## config.mk

```make
export PLATFORM = sky130hd
export DESIGN_NAME = flash_page_erase_program_ctrl
export DESIGN_NICKNAME = d
export VERILOG_FILES = /design/src/verilog/flash_ctrl_pkg.sv /design/src/verilog/boot_start_sel.sv /design/src/verilog/flash_page_erase_program_ctrl.sv /design/src/verilog/page_buffer_mem.sv
export VERILOG_INCLUDE_DIRS = /design/src /design/src/verilog
export SDC_FILE = /design/constraint.sdc
export NUM_CORES = 1
export LEC_CHECK = 0
export ABC_AREA = 1
export ABC_CLOCK_PERIOD_IN_PS = 2400
export BUFFER_PORTS_ARGS = -buffer_cell sky130_fd_sc_hd__buf_2
export CAP_MARGIN = 20
export CORE_MARGIN = 2
export CORE_UTILIZATION = 35
export DETAILED_ROUTE_END_ITERATION = 6
export GPL_TIMING_DRIVEN = 0
export SYNTH_ARGS = -nofsm -noshare
export SYNTH_HDL_FRONTEND = slang
export SYNTH_SLANG_ARGS = --single-unit
```

## constraint.sdc

```tcl
create_clock -name clk_i -period 2.4 [get_ports clk_i]
set_input_delay 0.48 -clock clk_i [delete_from_list [all_inputs] [get_ports clk_i]]
set_output_delay 0.48 -clock clk_i [all_outputs]
set_load 0.01 [all_outputs]
```

## src/verilog/flash_ctrl_cfg.svh

```systemverilog
/*
 Configuration macros for the flash page erase-program controller:
 register offsets, field positions, command codes, reset values, timing.
 Assumes inclusion by bare name from the design files.
*/
`ifndef FLASH_CTRL_CFG_SVH
`define FLASH_CTRL_CFG_SVH

`define OFS_CMD_STATUS 8'hE4
`define OFS_ADDR_LOW 8'hE8
`define OFS_ADDR_HIGH 8'hEC
`define OFS_DATA_IN 8'hF0
`define OFS_BOOT_CFG 8'hF4
`define OFS_START_ADDR 8'hF8
`define CMD_LOAD 8'h00
`define CMD_ERASE_PROGRAM 8'h68
`define BIT_OP_INT 0
`define BIT_SEC_VIOL 1
`define BIT_HV_ERR 2
`define BIT_HV_ABORT 3
`define STATUS_RESET 4'h0
`define ADDR_RESET 8'h00
`define CLK_MHZ 200
`define ERASE_TIME_US 2000
`define PROG_TIME_US 2000
`define PAGE_BYTES 64
`define BOOT_ROM_BASE 16'hFF00
`define BOOT_ROM_LAST 16'hFFFF
`define LOADER_BYTES 512
`define USER_CODE_END 16'h1FFF
`define START_LOW_BYTE 8'h00

`endif

```

## src/verilog/flash_ctrl_pkg.sv

```systemverilog
/*
 Types shared by the flash page erase-program controller.
 Assumes flash_ctrl_cfg.svh is on the include path.
*/
package flash_ctrl_pkg;
    typedef enum logic [1:0] {
        ST_IDLE = 2'b00,
        ST_ERASE = 2'b01,
        ST_PROGRAM = 2'b11,
        ST_FINISH = 2'b10
    } seq_state_t;

    typedef struct packed {
        logic hv_abort;
        logic hv_error;
        logic sec_viol;
        logic op_int;
    } flash_status_t;

    typedef struct packed {
        logic req;
        logic [15:0] page_addr;
        logic [5:0] idx;
        logic [7:0] data;
    } array_req_t;
endpackage

```

## src/verilog/boot_start_sel.sv

```systemverilog
/*
 Reset start-address selection and boot ROM address decode.
 Assumes boot status and vector are stable flash-held values.
*/
`timescale 1ns/1ps
`include "flash_ctrl_cfg.svh"
module boot_start_sel (
    // Clock and reset
    input wire logic clk_i,
    input wire logic rst_i,
    // Boot elements
    input wire logic boot_status_i,
    input wire logic [7:0] boot_vector_i,
    // Fetch address decode
    input wire logic [15:0] fetch_addr_i,
    output logic [15:0] start_addr_o,
    output logic in_boot_rom_o
);
    logic captured;

    // Start address is caught once after reset release
    always_ff @(posedge clk_i) begin
        if (rst_i) begin
            captured <= 1'b0;
            start_addr_o <= 16'h0000;
        end else if (!captured) begin
            captured <= 1'b1;
            start_addr_o <= boot_status_i ? {boot_vector_i, `START_LOW_BYTE} : 16'h0000;
        end
    end

    always_ff @(posedge clk_i) begin
        if (rst_i) begin
            in_boot_rom_o <= 1'b0;
        end else begin
            in_boot_rom_o <= fetch_addr_i >= `BOOT_ROM_BASE;
        end
    end
endmodule

```

## src/verilog/flash_page_erase_program_ctrl.sv

```systemverilog
/*
 Flash page erase-program controller with Wishbone register slave.
 Assumes a flash array port that accepts one byte per cycle and
 interrupt, brown-out and security inputs already in the clk_i domain,
 except pin-level abort inputs which are synchronised here.
*/
`timescale 1ns/1ps
`include "flash_ctrl_cfg.svh"
module flash_page_erase_program_ctrl
    import flash_ctrl_pkg::*;
#(
    parameter int ERASE_CYCLES = `ERASE_TIME_US * `CLK_MHZ,
    parameter int PROG_CYCLES = `PROG_TIME_US * `CLK_MHZ
) (
    // Clock and reset
    input wire logic clk_i,
    input wire logic rst_i,
    // Wishbone slave
    input wire logic cyc_i,
    input wire logic stb_i,
    input wire logic we_i,
    input wire logic [7:0] adr_i,
    input wire logic [3:0] sel_i,
    input wire logic [31:0] dat_i,
    output logic [31:0] dat_o,
    output logic ack_o,
    // System events
    input wire logic irq_pending_i,
    input wire logic brownout_pin_i,
    input wire logic bod_enabled_i,
    input wire logic hv_fault_i,
    input wire logic page_secured_i,
    // Boot elements and fetch
    input wire logic boot_status_i,
    input wire logic [7:0] boot_vector_i,
    input wire logic [15:0] fetch_addr_i,
    // CPU and array
    output logic cpu_stall_o,
    output array_req_t array_o,
    output logic hv_enable_o,
    output logic [15:0] start_addr_o,
    output logic in_boot_rom_o
);
    localparam int CW = $clog2(ERASE_CYCLES + PROG_CYCLES + 1);
    // First address of the serial loader window at the top of user code
    localparam logic [15:0] LOADER_BASE = 16'(`USER_CODE_END - `LOADER_BYTES + 1);

    typedef struct packed {
        seq_state_t st;
        logic [CW-1:0] cnt;
        logic [7:0] addr_low;
        logic [7:0] addr_high;
        flash_status_t status;
        logic [5:0] prog_idx;
        logic prog_valid;
        logic scan_done;
        logic cpu_stall;
        logic hv_enable;
        array_req_t arr;
        logic ack;
        logic [31:0] rdata;
        logic [1:0] bo_sync;
    } ctrl_state_t;

    ctrl_state_t r, next_r;
    logic [7:0] pb_rdata;
    logic pb_rflag;
    logic pb_clear;
    logic pb_wr;
    logic [15:0] boot_start;
    logic boot_rom_hit;

    function automatic logic hit(input logic [7:0] a, input logic [7:0] ofs);
        return a == ofs;
    endfunction

    wire logic req = cyc_i && stb_i && !r.ack;
    wire logic wr0 = req && we_i && sel_i[0];
    wire logic busy = r.st != ST_IDLE;
    wire logic abort_ev = irq_pending_i || r.bo_sync[1];
    wire logic loader_hit = boot_start >= LOADER_BASE && boot_start <= `USER_CODE_END;

    page_buffer_mem #(.DEPTH(`PAGE_BYTES), .AW(6)) u_buf (
        .clk_i(clk_i),
        .rst_i(rst_i),
        .clear_i(pb_clear),
        .wr_i(pb_wr),
        .waddr_i(r.addr_low[5:0]),
        .wdata_i(dat_i[7:0]),
        .raddr_i(r.prog_idx),
        .rdata_o(pb_rdata),
        .rflag_o(pb_rflag)
    );

    boot_start_sel u_boot (
        .clk_i(clk_i),
        .rst_i(rst_i),
        .boot_status_i(boot_status_i),
        .boot_vector_i(boot_vector_i),
        .fetch_addr_i(fetch_addr_i),
        .start_addr_o(boot_start),
        .in_boot_rom_o(boot_rom_hit)
    );

    always_comb begin
        next_r = r;
        pb_clear = 1'b0;
        pb_wr = 1'b0;
        next_r.bo_sync = {r.bo_sync[0], brownout_pin_i};
        next_r.ack = req;
        next_r.rdata = 32'h0000_0000;
        next_r.arr.req = 1'b0;
        if (req && !we_i) begin
            unique case (1'b1)
                // Upper 28 bits are always zero
                hit(adr_i, `OFS_CMD_STATUS): next_r.rdata = {28'h0, r.status};
                hit(adr_i, `OFS_ADDR_LOW): next_r.rdata = {24'h0, r.addr_low};
                hit(adr_i, `OFS_ADDR_HIGH): next_r.rdata = {24'h0, r.addr_high};
                // Bit 9 tells firmware that reset lands in the loader
                hit(adr_i, `OFS_BOOT_CFG): next_r.rdata = {22'h0, loader_hit, boot_status_i,
                    boot_vector_i};
                hit(adr_i, `OFS_START_ADDR): next_r.rdata = {16'h0, boot_start};
                default: next_r.rdata = 32'h0000_0000;
            endcase
        end
        if (wr0 && !busy) begin
            if (hit(adr_i, `OFS_ADDR_LOW)) begin
                next_r.addr_low = dat_i[7:0];
            end else if (hit(adr_i, `OFS_ADDR_HIGH)) begin
                next_r.addr_high = dat_i[7:0];
            end else if (hit(adr_i, `OFS_DATA_IN)) begin
                pb_wr = 1'b1;
                // Wrap in the low six bits only
                next_r.addr_low = {r.addr_low[7:6], 6'(r.addr_low[5:0] + 6'h01)};
            end else if (hit(adr_i, `OFS_CMD_STATUS)) begin
                next_r.status = '0;
                if (dat_i[7:0] == `CMD_LOAD) begin
                    pb_clear = 1'b1;
                end else if (dat_i[7:0] == `CMD_ERASE_PROGRAM) begin
                    if (page_secured_i) begin
                        next_r.status.sec_viol = 1'b1;
                    end else if (!bod_enabled_i) begin
                        next_r.status.hv_abort = 1'b1;
                    end else begin
                        next_r.st = ST_ERASE;
                        next_r.cnt = '0;
                        next_r.cpu_stall = 1'b1;
                        next_r.hv_enable = 1'b1;
                    end
                end
            end
        end
        unique case (r.st)
            ST_IDLE: begin
                next_r.prog_idx = '0;
                next_r.prog_valid = 1'b0;
                next_r.scan_done = 1'b0;
            end
            ST_ERASE, ST_PROGRAM: begin
                next_r.cnt = CW'(r.cnt + 1'b1);
                // Walk the buffer once per phase; only flagged bytes go out
                // Read data lag the address by one cycle, hence prog_idx - 1
                next_r.arr.req = pb_rflag && r.prog_valid;
                next_r.arr.idx = 6'(r.prog_idx - 6'h01);
                next_r.arr.data = pb_rdata;
                next_r.arr.page_addr = {r.addr_high, r.addr_low[7:6], 6'h00};
                next_r.prog_valid = !r.scan_done;
                if (!r.scan_done) begin
                    next_r.prog_idx = 6'(r.prog_idx + 6'h01);
                    next_r.scan_done = r.prog_idx == 6'h3F;
                end
                if (r.st == ST_ERASE && r.cnt == CW'(ERASE_CYCLES - 1)) begin
                    next_r.st = ST_PROGRAM;
                    next_r.prog_valid = 1'b0;
                    next_r.prog_idx = '0;
                    next_r.scan_done = 1'b0;
                end else if (r.st == ST_PROGRAM
                        && r.cnt == CW'(ERASE_CYCLES + PROG_CYCLES - 1)) begin
                    next_r.st = ST_FINISH;
                end
                if (abort_ev) begin
                    next_r.st = ST_FINISH;
                    next_r.status.op_int = 1'b1;
                    next_r.status.hv_abort = 1'b1;
                end
                if (hv_fault_i) begin
                    next_r.status.hv_error = 1'b1;
                end
            end
            ST_FINISH: begin
                next_r.st = ST_IDLE;
                next_r.cpu_stall = 1'b0;
                next_r.hv_enable = 1'b0;
            end
        endcase
    end

    // Any reset brings status to zero; a cycle cut short by reset is gone
    always_ff @(posedge clk_i) begin
        if (rst_i) begin
            r <= '0;
            r.st <= ST_IDLE;
            r.addr_low <= `ADDR_RESET;
            r.addr_high <= `ADDR_RESET;
            r.status <= `STATUS_RESET;
        end else begin
            r <= next_r;
        end
    end

    always_ff @(posedge clk_i) begin
        if (rst_i) begin
            start_addr_o <= 16'h0000;
            in_boot_rom_o <= 1'b0;
        end else begin
            start_addr_o <= boot_start;
            in_boot_rom_o <= boot_rom_hit;
        end
    end

    assign dat_o = r.rdata;
    assign ack_o = r.ack;
    assign cpu_stall_o = r.cpu_stall;
    assign array_o = r.arr;
    assign hv_enable_o = r.hv_enable;
endmodule

```

## src/verilog/page_buffer_mem.sv

```systemverilog
/*
 64-byte page buffer with one update flag per byte and registered read.
 Assumes single clock, synchronous active-high reset.
*/
`timescale 1ns/1ps
module page_buffer_mem #(
    parameter int DEPTH = 64,
    parameter int AW = 6
) (
    // Clock and reset
    input wire logic clk_i,
    input wire logic rst_i,
    // Control
    input wire logic clear_i,
    input wire logic wr_i,
    input wire logic [AW-1:0] waddr_i,
    input wire logic [7:0] wdata_i,
    // Read port
    input wire logic [AW-1:0] raddr_i,
    output logic [7:0] rdata_o,
    output logic rflag_o
);
    logic [7:0] mem [DEPTH];
    logic [DEPTH-1:0] flags;

    // Flags clear on load; contents stay, but unflagged bytes read as zero
    always_ff @(posedge clk_i) begin
        if (rst_i || clear_i) begin
            flags <= '0;
        end else if (wr_i) begin
            flags[waddr_i] <= 1'b1;
        end
        rflag_o <= flags[raddr_i];
        rdata_o <= flags[raddr_i] ? mem[raddr_i] : 8'h00;
    end

    always_ff @(posedge clk_i) begin
        if (wr_i && !clear_i) begin
            mem[waddr_i] <= wdata_i;
        end
    end
endmodule
```

==> results.py <==
metrics = {
    "floorplan": {
        "die-area_um2": 88900,
        "dieHeight_um": 298,
        "io-pin-count": 162,
        "core_um2": 85400,
        "initial_core_util_pct": 35.4,
        "num_rows": 107,
        "die_w_um": 298,
    },
    "place": {
        "placed_cell_area_um2": 32600,
        "hpwl_um": 79100,
        "place_inst": 4454,
        "portBuffers": 95,
        "gp_congestion": 1.01,
    },
    "timing": {
        "layout_setup_ws_ns": -0.0426,
        "slew_violations": 0,
        "clock-skew-final_ns": 0.0271,
        "period_minus_slack_ns": 2.44,
        "finalSetupTns_ns": -0.114,
        "relSlewSlack_pct": 34.9,
        "tightestPinTransition_ns": 0.977,
        "finalSetupViolCount": 8,
        "fmax_mhz": 409,
        "rsz0062_at_grt": "true",
        "post-route-period-util_pct": 102,
        "hold_viol_final": 0,
    },
    "clock_network": {
        "clkSinkCount": 699,
        "clockBufferDepth": 3,
        "cts-root-buf": "clkbuf_16",
        "clk_pin_slew_worst_paths_ns": 0.06,
        "cts_hold_buf": 0,
        "htreeDepth": 3,
        "cts_tree": "done",
        "cts_buffers": 73,
        "clock_latency_ns": 0.64,
    },
    "grt": {
        "grt_pass1_vias": 22500,
        "grt_max_degree": 69,
        "use_met1_pct": 34.6,
        "grt_usage_pct": 24.9,
        "antenna_found_initial": 1,
        "overflow": 0,
        "top_usage_layer": "met2",
        "grt_first_pass_wirelength_um": 159000,
        "use_met2_pct": 37.6,
        "grtUsageMet3_pct": 5.29,
    },
    "hold_path": {
        "hp-class": "primary input to flip-flop",
    },
    "logic_synthesis": {
        "ys_top_cells_by_count": "nand2_1 (680), edfxtp_1 (512), nand3_1 (491)",
        "syn_inst": 3165,
        "syn_area_um2": 30300,
        "ys.flop_type": "edfxtp_1",
        "yosysMostFrequentCell": "nand2_1",
        "synth_top_area_share_pct": 50.8,
        "async_reset_ff_share_pct": 0,
        "ys_types": 43,
        "ys_seq_area_share_pct": 63.1,
        "synth_area_leaders": "edfxtp_1 (51%), dfxtp_1 (12%), nand2_1 (8.4%)",
        "ys_ff_latch": 699,
        "synth_area_leader_cell": "edfxtp_1",
        "yosysWarningCount": 0,
        "synth_edf_count": 512,
        "avgSynthCellArea_um2": 9.57,
    },
    "drt": {
        "viasPerCell": 5.20,
        "via_count": 24300,
        "drt_iter0_drc": 3123,
        "routed_wl_um": 113000,
        "drt-pass1-iter-count": 6,
        "drc": 0,
        "ant_nets": 0,
        "wl_per_cell_um": 24.2,
    },
    "worst_setup_path": {
        "cpMaxStageDelayCell": "dfxtp_1",
        "endpoint_kind": "flip-flop",
        "rrSetupSlack_ns": -0.04,
        "critPathMaxStageDelay_ns": 0.40,
        "path_delay_family": "simple AND/OR/NAND/NOR gates",
        "required_ns": 2.91,
        "path_max_fanout": 10,
        "start_kind": "flip-flop",
        "crit_chain": "buf_6, buf_6, buf_6, buf_6, nand2_1, nand3_1, nand3_1, nand3_1, nand3_1, nand3_1, nand2_1, nand2_1, inv_1",
        "worst-path-buf-inv": 5,
        "critPathArrivalTime_ns": 2.95,
        "path_common_cell": "nand3_1",
        "critical_path_class": "flip-flop to flip-flop",
    },
    "finish": {
        "final_cell_area_um2": 37100,
        "insertedDiodeCount": 0,
        "drive_gt1_share_pct": 19.4,
        "syn_to_final_growth_pct": 22.6,
        "layout.cells.non_filler": 4672,
        "num-nets-final": 3553,
        "fill_cells": 8177,
    },
    "pwr": {
        "leakagePower_nw": 14.7,
        "power_mw": 24.6,
        "peakVddDrop_uv": 433,
        "powerDensity_nw_per_um2": 663,
    },
    "outcome": {
        "outcome": "finished, violations left",
        "violations": "setup timing",
    },
    "job": {
        "cap_violations": 0,
    },
}
==> power breakdown <==
part	internal [mW]	switching (mW)	leakage (nW)
combinational	0.101	0.338	7.47
sequential	12.9	0.00374	6.11
clock	6.30	4.89	1.12
total	19.4	5.23	14.7
==> state kept, by name (all words and copies together) (netlist names) <==
signal                cells
u_buf.rflag_o             1
hv_enable_o               1
u_buf.rdata_o             8
start_addr_o              8
in_boot_rom_o             1
r                        51
dat_o                    16
u_buf.flags              64
ack_o                     1
next_r                    1
u_buf.mem               512
u_boot.start_addr_o       8
u_boot.captured           1
u_boot.in_boot_rom_o      1
array_o                  25
==> cell usage in the layout (no fill, tap or decap), drive strengths merged <==
master and count:
clkinv 25, inv 390, dfxtp 187, or2 55, nor3 25, o21bai 1, buf 367, clkinvlp 4
a21oi 67, o22ai 7, nand4 21, nand2 690, nor4 5, a21o 2, bufinv 4, xnor2 1
a221oi 3, nor2 309, a31oi 4, o211ai 53, a31o 1, a211oi 3, xor2 5, clkbuf 171
edfxtp 512, ha 4, o21ai 77, o21a 3, a32o 8, conb 30, o221ai 2, nand3 492
==> tightest hold or removal path, stage by stage <==
cell	delay, ns
buf_2	0.07
inv_1	0.03
nor2_1	0.07
==> area by class of cell <==
type / instances / area (µm²) / area share, %
flip-flops and latches: 699 / 19100 / 51.5
multi-input cells: 1868 / 9230 / 24.9
repair buffers: 202 / 2030 / 5.48
clock buffers: 98 / 1990 / 5.37
plain buffers: 238 / 1540 / 4.14
inverters: 388 / 1470 / 3.95
well taps: 1144 / 1430 / 3.86
clock inverters: 35 / 307 / 0.826
==> logic make-up (layout without fill, tap and decap cells) <==
kind of cell | after synthesis | in the layout | synth area share, %
xor+xnor | 6 | 6 | 0.174
other cells | 1 | 30 | 0.0124
simple gates | 1597 | 1597 | 22.8
buf+inv | 627 | 961 | 9.06
flops | 699 | 699 | 63.1
compound gates | 231 | 231 | 4.62
fa+ha+maj | 4 | 4 | 0.165
==> stage by stage <==
step | setup slack (ns) | util, % | hold slack, ns
3_5_place_dp | -1.10 | 38.2 | 0.396
4_1_cts | -0.106 | 42.9 | 0.0362
3_3_place_gp | -1.19 | 37.8 | 0.392
6_report | -0.0426 | 43.5 | 0.0556
2_1_floorplan | 0.197 | - | 0.388
5_1_grt | -0.0998 | 43.5 | 0.0507
==> path summary, 6_finish.rpt <==
path | from | end | depth (start not counted)
worst min register to register | u_boot.in_boot_rom_o | in_boot_rom_o | 2
worst min-delay path | brownout_pin_i | next_r[1] | 3
worst max-delay path | r[70] | u_buf.rdata_o[2] | 13
worst max register to register | r[70] | u_buf.rdata_o[2] | 13
==> metal layers <==
layer	wire, µm	share of wire [%]	vias to the layer above
li1	-	-	11000
met1	46400	41	11700
met2	49700	44	1366
met3	12200	11	219
met4	4780	4.2	2
met5	18	0.016	-
==> repair_timing <==
| action | 4_1_cts | 5_1_grt |
|---|---|---|
| pin swaps | 47 | 8 |
| gates resized for setup | 223 | 66 |
| setup buffers | 71 | 15 |
| setup endpoints to repair | 549 | 374 |
Power figures use the tool's default switching activity.
